## src/clkgen_regs.vh

```
`ifndef CLKGEN_REGS_VH
`define CLKGEN_REGS_VH

// register byte addresses
`define PLL_MULT_CTRL_ADDR   32'hFFFFF822
`define CPU_CLK_CTRL_ADDR    32'hFFFFF828
`define POWER_SAVE_CTRL_ADDR 32'hFFFFF1FE
`define POWER_KIND_ADDR      32'hFFFFF820
`define SETTLE_TIME_ADDR     32'hFFFFF6C0
`define PROT_CMD_ADDR        32'hFFFFF1FC
`define CLK_STATUS_ADDR      32'hFFFFF82C

// cpu_clock_ctrl fields
`define CPU_DIV_LSB          0
`define FB_RES_OFF_BIT       5
// pll_multiplier_ctrl fields
`define PLL_MULT_LSB         0
// power_save_ctrl fields
`define STANDBY_REQ_BIT      1
`define MASKABLE_MASK_BIT    4
`define NMI_MASK_BIT         5
// power_save_kind_reg / settle_time_reg fields
`define STANDBY_KIND_BIT     0
`define SETTLE_SEL_BIT       0

// reset values
`define CPU_CLK_CTRL_RST     8'h00
`define PLL_MULT_CTRL_RST    8'h00
`define POWER_SAVE_CTRL_RST  8'h00
`define POWER_KIND_RST       8'h00
`define SETTLE_TIME_RST      8'h01

// system clock as multiple of osc_clock, in quarters
`define MULT_X4_BYPASS       6'h04
`define MULT_X4_1P25         6'h05
`define MULT_X4_2P5          6'h0A
`define MULT_X4_5            6'h14
`define MULT_X4_10           6'h28

// timing counts in oscillator periods, and the prescaler one width in bits
`define SETTLE_SHORT_CYC     16384
`define SETTLE_LONG_CYC      65536
`define CPU_SWITCH_MAX_CYC   10
`define PERIPH_DIV_BITS      15

`endif

```

## src/clock_generator_power_save.v

```verilog
`timescale 1ns/10ps
`default_nettype none
`include "clkgen_regs.vh"

module clock_generator_power_save #(
    parameter SETTLE_SHORT = `SETTLE_SHORT_CYC,
    parameter SETTLE_LONG  = `SETTLE_LONG_CYC
) (
    input  wire        clock,                 // oscillator reference clock
    input  wire        nrst,                  // async reset, active low
    input  wire [31:0] addr,                  // register byte address
    input  wire [7:0]  wr_data,               // write data
    input  wire [7:0]  wr_mask,               // bits to write, 8'hFF = byte
    input  wire        wr_en,                 // write strobe
    input  wire        rd_en,                 // read strobe
    output reg  [7:0]  rd_data,               // read data, cycle after rd_en
    input  wire        pll_bypass_select_pin, // 1 = clock-through mode
    input  wire        halt_req,              // cpu halt instruction pulse
    input  wire        nmi_req,               // nmi pin request
    input  wire        int_req,               // any maskable request
    output reg         osc_run,               // oscillator running
    output reg         pll_run,               // pll running
    output reg  [5:0]  sys_mult_x4,           // fxx / osc_clock, times 4
    output reg         sys_clk_on,            // fxx and fclk gate open
    output reg         periph_clk_on,         // peripheral clock gate open
    output reg  [14:0] periph_div,            // prescaler one taps
    output reg         fclk_tick,             // internal system clock enable
    output reg         cpu_tick,              // cpu clock enable
    output reg         feedback_resistor_off, // feedback resistor cut
    output reg  [2:0]  power_state            // current power state
);

    // halt stops only the cpu, idle everything but the oscillator and pll, stop
    // the oscillator too; settle waits for the oscillator after stop
    localparam [2:0] ST_RUN    = 3'h0;
    localparam [2:0] ST_HALT   = 3'h1;
    localparam [2:0] ST_IDLE   = 3'h2;
    localparam [2:0] ST_STOP   = 3'h3;
    localparam [2:0] ST_SETTLE = 3'h4;

    reg [7:0]  cpu_clock_ctrl_r;
    reg [7:0]  pll_multiplier_ctrl_r;
    reg [7:0]  power_save_ctrl_r;
    reg [7:0]  power_save_kind_reg_r;
    reg [7:0]  settle_time_reg_r;
    reg        prot_armed_r;
    reg [2:0]  state_r;
    reg [2:0]  state_nxt;
    reg [16:0] settle_cnt_r;
    reg [16:0] settle_cnt_nxt;
    reg [2:0]  pre2_cnt_r;
    reg [1:0]  cpu_div_act_r;
    reg [1:0]  pll_mult_act_r;
    reg        bypass_r;
    reg [7:0]  rd_data_nxt;

    function [7:0] merge;
        input [7:0] old;
        input [7:0] val;
        input [7:0] msk;
        begin
            merge = (old & ~msk) | (val & msk);
        end
    endfunction

    function [5:0] mult_x4;
        input       bypass;
        input [1:0] code;
        begin
            if (bypass) begin
                mult_x4 = `MULT_X4_BYPASS;
            end else begin
                case (code)
                    2'h0:    mult_x4 = `MULT_X4_1P25;
                    2'h1:    mult_x4 = `MULT_X4_2P5;
                    2'h2:    mult_x4 = `MULT_X4_5;
                    default: mult_x4 = `MULT_X4_10;
                endcase
            end
        end
    endfunction

    // low counter bits that must be zero for a tick, per divider code
    function [2:0] div_mask_of;
        input [1:0] code;
        begin
            case (code)
                2'h0:    div_mask_of = 3'h0;
                2'h1:    div_mask_of = 3'h1;
                2'h2:    div_mask_of = 3'h3;
                default: div_mask_of = 3'h7;
            endcase
        end
    endfunction

    // full address compare; anything unmapped reads zero and ignores
    // writes
    wire hit_cpu    = (addr == `CPU_CLK_CTRL_ADDR);
    wire hit_pll    = (addr == `PLL_MULT_CTRL_ADDR);
    wire hit_psc    = (addr == `POWER_SAVE_CTRL_ADDR);
    wire hit_kind   = (addr == `POWER_KIND_ADDR);
    wire hit_settle = (addr == `SETTLE_TIME_ADDR);
    wire hit_prot   = (addr == `PROT_CMD_ADDR);
    wire hit_status = (addr == `CLK_STATUS_ADDR);

    wire prot_ok  = wr_en & prot_armed_r;
    wire wr_cpu   = prot_ok & hit_cpu;
    wire wr_pll   = prot_ok & hit_pll;
    wire wr_psc   = prot_ok & hit_psc;

    // wake masks only matter in idle or stop; halt leaves on any
    // request so a masked source can still end a halt
    wire in_stby  = (state_r == ST_IDLE) | (state_r == ST_STOP);
    wire nmi_wake = nmi_req &
                    ~power_save_ctrl_r[`NMI_MASK_BIT];
    wire int_wake = int_req &
                    ~power_save_ctrl_r[`MASKABLE_MASK_BIT];
    wire stby_wake = in_stby & (nmi_wake | int_wake);
    wire any_req  = nmi_req | int_req;
    wire settle_long = settle_time_reg_r[`SETTLE_SEL_BIT];
    wire [16:0] settle_last = settle_long ?
                              SETTLE_LONG[16:0] - 17'h00001 :
                              SETTLE_SHORT[16:0] - 17'h00001;

    // protect key: any write to the command address arms the next access; a read in between disarms it
    always @(posedge clock or negedge nrst) begin
        if (!nrst) begin
            prot_armed_r <= 1'b0;
        end else if (wr_en | rd_en) begin
            prot_armed_r <= wr_en & hit_prot;
        end
    end

    // each register keeps only its defined bits; reserved bits are
    // masked on every write so they always read back as zero
    always @(posedge clock or negedge nrst) begin
        if (!nrst) begin
            cpu_clock_ctrl_r <= `CPU_CLK_CTRL_RST;
        end else if (wr_cpu) begin
            cpu_clock_ctrl_r <= merge(cpu_clock_ctrl_r, wr_data,
                                      wr_mask) & 8'h23;
        end
    end

    always @(posedge clock or negedge nrst) begin
        if (!nrst) begin
            pll_multiplier_ctrl_r <= `PLL_MULT_CTRL_RST;
        end else if (wr_pll) begin
            pll_multiplier_ctrl_r <= merge(pll_multiplier_ctrl_r,
                                           wr_data, wr_mask) & 8'h03;
        end
    end

    // a software write beats the hardware clear of the standby bit
    always @(posedge clock or negedge nrst) begin
        if (!nrst) begin
            power_save_ctrl_r <= `POWER_SAVE_CTRL_RST;
        end else if (wr_psc) begin
            power_save_ctrl_r <= merge(power_save_ctrl_r, wr_data,
                                       wr_mask) & 8'h32;
        end else if (stby_wake) begin
            power_save_ctrl_r[`STANDBY_REQ_BIT] <= 1'b0;
        end
    end

    always @(posedge clock or negedge nrst) begin
        if (!nrst) begin
            power_save_kind_reg_r <= `POWER_KIND_RST;
        end else if (wr_en & hit_kind) begin
            power_save_kind_reg_r <= merge(power_save_kind_reg_r,
                                           wr_data, wr_mask) & 8'h01;
        end
    end

    always @(posedge clock or negedge nrst) begin
        if (!nrst) begin
            settle_time_reg_r <= `SETTLE_TIME_RST;
        end else if (wr_en & hit_settle) begin
            settle_time_reg_r <= merge(settle_time_reg_r, wr_data,
                                       wr_mask) & 8'h01;
        end
    end

    // read mux; data stands one cycle and is zero otherwise
    always @* begin
        rd_data_nxt = 8'h00;
        if (rd_en) begin
            case (1'b1)
                hit_cpu:    rd_data_nxt = cpu_clock_ctrl_r;
                hit_pll:    rd_data_nxt = pll_multiplier_ctrl_r;
                hit_psc:    rd_data_nxt = power_save_ctrl_r;
                hit_kind:   rd_data_nxt = power_save_kind_reg_r;
                hit_settle: rd_data_nxt = settle_time_reg_r;
                hit_status: rd_data_nxt = {4'h0, bypass_r, state_r};
                default:    rd_data_nxt = 8'h00;
            endcase
        end
    end

    always @(posedge clock or negedge nrst) begin
        if (!nrst) begin
            rd_data <= 8'h00;
        end else begin
            rd_data <= rd_data_nxt;
        end
    end

    // power state machine; standby entry waits for the request bit,
    // the kind bit is only looked at in that moment
    always @* begin
        state_nxt      = state_r;
        settle_cnt_nxt = settle_cnt_r;
        case (state_r)
            ST_RUN: begin
                if (power_save_ctrl_r[`STANDBY_REQ_BIT]) begin
                    if (power_save_kind_reg_r[`STANDBY_KIND_BIT]) begin
                        state_nxt = ST_STOP;
                    end else begin
                        state_nxt = ST_IDLE;
                    end
                end else if (halt_req) begin
                    state_nxt = ST_HALT;
                end
            end
            ST_HALT: begin
                if (any_req) begin
                    state_nxt = ST_RUN;
                end
            end
            ST_IDLE: begin
                if (stby_wake) begin
                    state_nxt = ST_RUN;
                end
            end
            ST_STOP: begin
                if (stby_wake) begin
                    state_nxt      = ST_SETTLE;
                    settle_cnt_nxt = 17'h00000;
                end
            end
            ST_SETTLE: begin
                if (settle_cnt_r >= settle_last) begin
                    state_nxt = ST_RUN;
                end else begin
                    settle_cnt_nxt = settle_cnt_r + 17'h00001;
                end
            end
            default: begin
                state_nxt = ST_RUN;
            end
        endcase
    end

    // reset always lands in run, so no settle count follows it
    always @(posedge clock or negedge nrst) begin
        if (!nrst) begin
            state_r      <= ST_RUN;
            settle_cnt_r <= 17'h00000;
        end else begin
            state_r      <= state_nxt;
            settle_cnt_r <= settle_cnt_nxt;
        end
    end

    // gates follow the next state so they switch on the same edge as
    // power_state and never lag the mode by a cycle
    wire osc_on_nxt  = (state_nxt != ST_STOP);
    wire sys_on_nxt  = (state_nxt == ST_RUN) |
                       (state_nxt == ST_HALT);
    wire cpu_on_nxt  = (state_nxt == ST_RUN);

    // prescaler two; divider swaps only at the wrap, within 8 cycles
    wire [2:0] div_mask = div_mask_of(cpu_div_act_r);
    wire pre2_hit = ((pre2_cnt_r & div_mask) == 3'h0);

    always @(posedge clock or negedge nrst) begin
        if (!nrst) begin
            pre2_cnt_r    <= 3'h0;
            cpu_div_act_r <= 2'h0;
        end else begin
            pre2_cnt_r <= pre2_cnt_r + 3'h1;
            if (pre2_cnt_r == 3'h7) begin
                cpu_div_act_r <= cpu_clock_ctrl_r[1:0];
            end
        end
    end

    always @(posedge clock or negedge nrst) begin
        if (!nrst) begin
            // pin is sampled once so a change never splits one cycle
            bypass_r       <= 1'b0;
            pll_mult_act_r <= 2'h0;
            periph_div     <= 15'h0000;
        end else begin
            bypass_r       <= pll_bypass_select_pin;
            pll_mult_act_r <= pll_multiplier_ctrl_r[1:0];
            if (sys_on_nxt) begin
                periph_div <= periph_div + 15'h0001;
            end
        end
    end

    always @(posedge clock or negedge nrst) begin
        if (!nrst) begin
            // during reset the oscillator runs but every gate is shut
            osc_run               <= 1'b1;
            pll_run               <= 1'b0;
            sys_mult_x4           <= `MULT_X4_BYPASS;
            sys_clk_on            <= 1'b0;
            periph_clk_on         <= 1'b0;
            fclk_tick             <= 1'b0;
            cpu_tick              <= 1'b0;
            feedback_resistor_off <= 1'b0;
            power_state           <= ST_RUN;
        end else begin
            osc_run       <= osc_on_nxt;
            pll_run       <= osc_on_nxt & ~bypass_r;
            sys_mult_x4   <= mult_x4(bypass_r,
                                     pll_mult_act_r);
            sys_clk_on    <= sys_on_nxt;
            periph_clk_on <= sys_on_nxt;
            fclk_tick     <= sys_on_nxt & pre2_hit;
            cpu_tick      <= cpu_on_nxt & pre2_hit;
            feedback_resistor_off <=
                cpu_clock_ctrl_r[`FB_RES_OFF_BIT];
            power_state   <= state_nxt;
        end
    end

endmodule
`default_nettype wire

```

## config.mk

```make
export PLATFORM = sky130hd
export DESIGN_NAME = clock_generator_power_save
export DESIGN_NICKNAME = d
export VERILOG_FILES = /design/src/clock_generator_power_save.v
export VERILOG_INCLUDE_DIRS = /design/src
export SDC_FILE = /design/constraint.sdc
export NUM_CORES = 1
export LEC_CHECK = 0
export BUFFER_PORTS_ARGS = -buffer_cell sky130_fd_sc_hd__buf_2
export CORE_UTILIZATION = 33
export CTS_CLUSTER_DIAMETER = 100
export CTS_CLUSTER_SIZE = 12
export DETAILED_ROUTE_END_ITERATION = 8
export PLACE_DENSITY = 0.62
export SYNTH_ARGS = -nofsm -noshare
export SYNTH_HDL_FRONTEND = slang
export SYNTH_SLANG_ARGS = --single-unit
```

## constraint.sdc

```tcl
create_clock -name clock -period 3.1 [get_ports clock]
set_clock_uncertainty 0.15 [all_clocks]
set_input_delay 0.31 -clock clock [delete_from_list [all_inputs] [get_ports clock]]
set_output_delay 0.31 -clock clock [all_outputs]
set_load 0.01 [all_outputs]
```

# Yosys cells after proc, flatten, opt, wreduce, memory -nomap -nowiden
# Index checks and enable logic that the tools add are counted.
word_totals:
  out_inout_bits: 39
  reg_bits: 74
classes:
  order_cmp: 1
  bitwise_logic: 34
  n_mux: 24
  add_sub_neg: 3
  eq_ne: 20
  n_reduce_logical: 8
ops:
  columns: ["op", "count"]
  rows:
  - ["$eq A32 B32 Y1 const B", 7]
  - ["$mux W17", 2]
  - ["$pmux W17 S2", 1]
  - ["$mux W6", 5]
  - ["$and A6 B6 Y6", 3]
  - ["$mux W3", 6]
  - ["$pmux W6 S3", 1]
  - ["$add A17 B1 Y17 const B", 1]
  - ["$ge A17 B16 Y1", 1]
  - ["$mux W16", 1]
  - ["$add A15 B1 Y15 const B", 1]
  - ["$and A1 B1 Y1", 15]
  - ["$pmux W3 S5", 1]
  - ["$mux W4", 3]
  - ["$or A6 B6 Y6", 2]
  - ["$logic_not A3 Y1", 3]
  - ["$pmux W3 S3", 1]
  - ["$or A1 B1 Y1", 7]
  - ["$eq A3 B1 Y1 const B", 2]
  - ["$eq A3 B2 Y1 const B", 2]
  - ["$eq A3 B3 Y1 const B", 2]
  - ["$not A6 Y6", 1]
  - ["$eq A2 B1 Y1 const B", 2]
  - ["$eq A2 B2 Y1 const B", 2]
  - ["other kinds (11)", 18]

# Logic depth before layout (Yosys ltp)
depth:
  depth_word: 9
  ltp_mapped: 8

# Worst setup path after synthesis
# OpenSTA, ideal clock, no wires.
synth_path:
  path_kind: "register to register"
  startpoint: "register (tool-made name)"
  endpoint: "register settle_cnt_r[5]"
  n_path_buf: 1
  path_stages_with_launch: 9
  setup_slack_ps: 825
  arrival_ps: 1993
  required_time_ps: 2818
  path_cell_list: "dfstp_2 > inv_1 > ha_1 > a21oi_1 > nand4b_1 > clkbuf_1 > a2111oi_0 > xnor2_1 > nor2_1"
synth_rtl:
  columns: ["item", "line", "source"]
  rows:
  - ["to (signal assigned)", "clock_generator_power_save.v:261", "settle_cnt_r <= settle_cnt_nxt;"]
  - ["to (decl)", "clock_generator_power_save.v:49", "reg [16:0] settle_cnt_r;"]

==> flow_metrics.py <==
metrics = {
    "status": {
        "outcome": "complete, no violations",
    },
    "timing": {
        "final_max_slew_viol_count": 0,
        "final-setup-viol-count": 0,
        "setup_total_negative_slack_ns": 0,
        "layout_min_cycle_time_ns": 2.79,
        "slew_headroom": 0.331,
        "min_period_over_period": 0.900,
        "finalHoldViolations": 0,
        "final.hold.worst_slack_ns": 0.0595,
        "rsz_0062_raised_after_global_routing": "false",
        "slew_at_the_pin_closest_to_its_max_slew_limit_ns": 1.00,
        "clock.fmax_mhz": 358,
    },
    "critical_path": {
        "cp_data_arrival_time_ns": 2.87,
        "ff2ff_path_depth": 7,
        "setup.worst_path.start_class": "register",
        "reg2reg_slack_ns": 0.31,
        "worst_setup_path_end_kind": "register",
        "path_cells": "inv_1 > ha_1 > a21oi_1 > nand4b_1 > a21oi_2 > nor2_1 > mux2_1",
        "worst_r2r_endpoint": "periph_div[1]",
        "worst-endpoint-required_ns": 3.18,
        "criticalPathCategory": "reg2reg",
        "path_buf_inv": 1,
        "worst_path_max_delay_cell": "sky130_fd_sc_hd__a21oi_2",
        "crit_path_max_fanout": 19,
        "crit_family": "compound AO/OA/AOI/OAI gates",
        "crit_path_largest_cell_delay_ns": 0.76,
    },
    "synth": {
        "ranking_of_synthesized_cells_by_area": "sky130_fd_sc_hd__dfrtp_1 (49%), sky130_fd_sc_hd__nand2_1 (3.5%), sky130_fd_sc_hd__xor2_1 (3.5%)",
        "yosys.cell_count.top_type": "sky130_fd_sc_hd__dfrtp_1",
        "synth.yosys.warnings": 0,
        "syn-instance-count": 342,
        "netlist_area_um2": 3520,
        "number_of_enable_flip_flop_cells_after_synthesis": 0,
        "synth_cell_types": 55,
        "avgSynthCellArea_um2": 10.3,
        "synth_top_cells_by_count": "sky130_fd_sc_hd__dfrtp_1 (69), sky130_fd_sc_hd__nand2_1 (33), sky130_fd_sc_hd__nor2_1 (30)",
        "yosysSeqAreaShare": 0.513,
        "synth_largest_type_area_fraction": 0.491,
        "synthArstFlopShare": 1.00,
        "post-synth-top-area-cell": "sky130_fd_sc_hd__dfrtp_1",
        "ys_ff_latch": 72,
        "ys.flop_type": "sky130_fd_sc_hd__dfrtp_1",
    },
    "cells_and_area": {
        "finalNetCount": 494,
        "drive_gt1_frac": 0.275,
        "final_area_um2": 4320,
        "antennaDiodeCount": 0,
        "area_delta_synth_final_pct": 22.8,
    },
    "floorplan": {
        "std_cell_rows": 37,
        "io_pins": 95,
        "die_area_um2": 11100,
        "initial_utilization": 0.341,
        "fp.dieW_um": 105,
        "die_h_um": 105,
        "design.core.area_um2": 10300,
    },
    "global_route": {
        "grt.total_usage": 0.153,
        "grt_pass1_vias": 2853,
        "grt_first_pass_wirelength_um": 13700,
        "antenna_found_initial": 0,
        "grt_start_max_net_pins": 43,
        "globalRoute.totalOverflow": 0,
    },
    "power_and_ir_drop": {
        "max-vdd-ir-drop_mv": 0.254,
        "power_density_nw_per_um2": 424,
        "power.leakage_nw": 2.08,
    },
    "min_path": {
        "worst_hold_startpoint": "wr_data[4]",
        "whs_path_depth": 2,
        "type_of_the_worst_min_delay_path": "in2reg",
    },
    "routing": {
        "detail_route.wirelength_um": 7810,
        "route.vias.total": 2866,
        "drt_iter0_drc": 118,
        "detailedRoute.firstPassIterationCount": 4,
        "ant_nets_after_route": 0,
        "post_drt_via_cell_ratio": 5.00,
        "drc": 0,
        "drt-wirelength-per-cell_um": 13.6,
    },
    "clock_network": {
        "cts_inserted_buffers": 9,
        "cts.sinks": 72,
        "post-cts-setup-buffer-count": 0,
        "ctsRootBufferMaster": "sky130_fd_sc_hd__clkbuf_8",
        "cts_max_path_buffers": 2,
        "clk_latency_ns": 0.34,
        "tritoncts": "yes",
        "clock_tree.htree_level_count": 3,
        "clkTransAtPathRegs_ns": 0.09,
    },
    "place": {
        "routabilityCongestion": 0.907,
        "io_buffer_count": 84,
        "place_area_um2": 4100,
        "dp.final_hpwl_um": 5890,
    },
    "job": {
        "timing.max_cap.violations": 0,
    },
}
how the worst max path moves through the flow:
stage / start / endpoint / slack (ns) / cells after the start
6_report: register / periph_div[1] / 0.31 / 7
5_1_grt: register / periph_div[1] / 0.16 / 7
4_1_cts: register / periph_div[1] / 0.29 / 7
3_5_place_dp: register / periph_div[1] / 0.27 / 7
3_3_place_gp: register / periph_div[1] / 0.37 / 7
2_1_floorplan: register / settle_cnt_r[5] / 0.83 / 8
layout by cell type (no fill, tap or decap), drive strengths merged, types with 9 or more instances in the layout:
cell and count:
nand4 15, nor3 16, inv 10, nand3 21
a21oi 14, dfrtp 69, buf 88, mux2 10
nor2 30, xor2 14, nand2 33, xnor2 9
nor4 15, clkbuf 11
cell type report:
type	count	area, um2
Clock buffer	11	141
Clock inverter	5	65.1
Fill cell	1022	6000
Inverter	9	33.8
Multi-Input combinational cell	250	1620
Sequential cell	72	1810
Tap cell	136	170
Timing Repair Buffer	90	483
cell families after synthesis:
logic type / share of synthesized area
compound gates: 0.0690
buf+inv: 0.0270
flops: 0.513
mux: 0.0387
fa+ha+maj: 0.0213
other cells: 0.00107
simple gates: 0.273
xor+xnor: 0.0572
layer usage:
layer / routed length (um) / vias up / part of all wire / track usage
met1: 3630 / 1368 / 0.46 / 0.202
met4: 53 / 0 / 0.0068 / 0.0332
li1: - / 1416 / - / -
met5: 0 / - / 0 / 0
met2: 3810 / 76 / 0.49 / 0.255
met3: 322 / 6 / 0.041 / 0.0353
what timing repair did:
action / 4_1_cts / 5_1_grt
hold buffers: 2 / 0
gates resized for setup: 0 / 0
endpoints found under the hold margin: 29 / 0
where the power goes:
group	internal (W)	leakage, nW	switching [W]	total, W
Clock	0.000401	0.104	0.000362	0.000763
Sequential	0.000947	0.861	0.00000417	0.000952
Combinational	0.0000488	1.12	0.0000704	0.000119
Total	0.00140	2.08	0.000436	0.00183
per-stage QoR:
| step | setup WS, ns | util | cells | total power [W] |
|---|---|---|---|---|
| 3_5_place_dp | 0.265 | 0.397 | 555 | 0.00109 |
| 4_1_cts | 0.286 | 0.419 | 573 | 0.00186 |
| 5_1_grt | 0.156 | 0.419 | 573 | 0.00191 |
| 2_1_floorplan | 0.825 | - | 343 | 0.00101 |
| 3_3_place_gp | 0.368 | 0.397 | 555 | 0.00109 |
| 6_report | 0.310 | 0.419 | 573 | 0.00183 |
No activity file was read; power rests on OpenSTA's default activity.
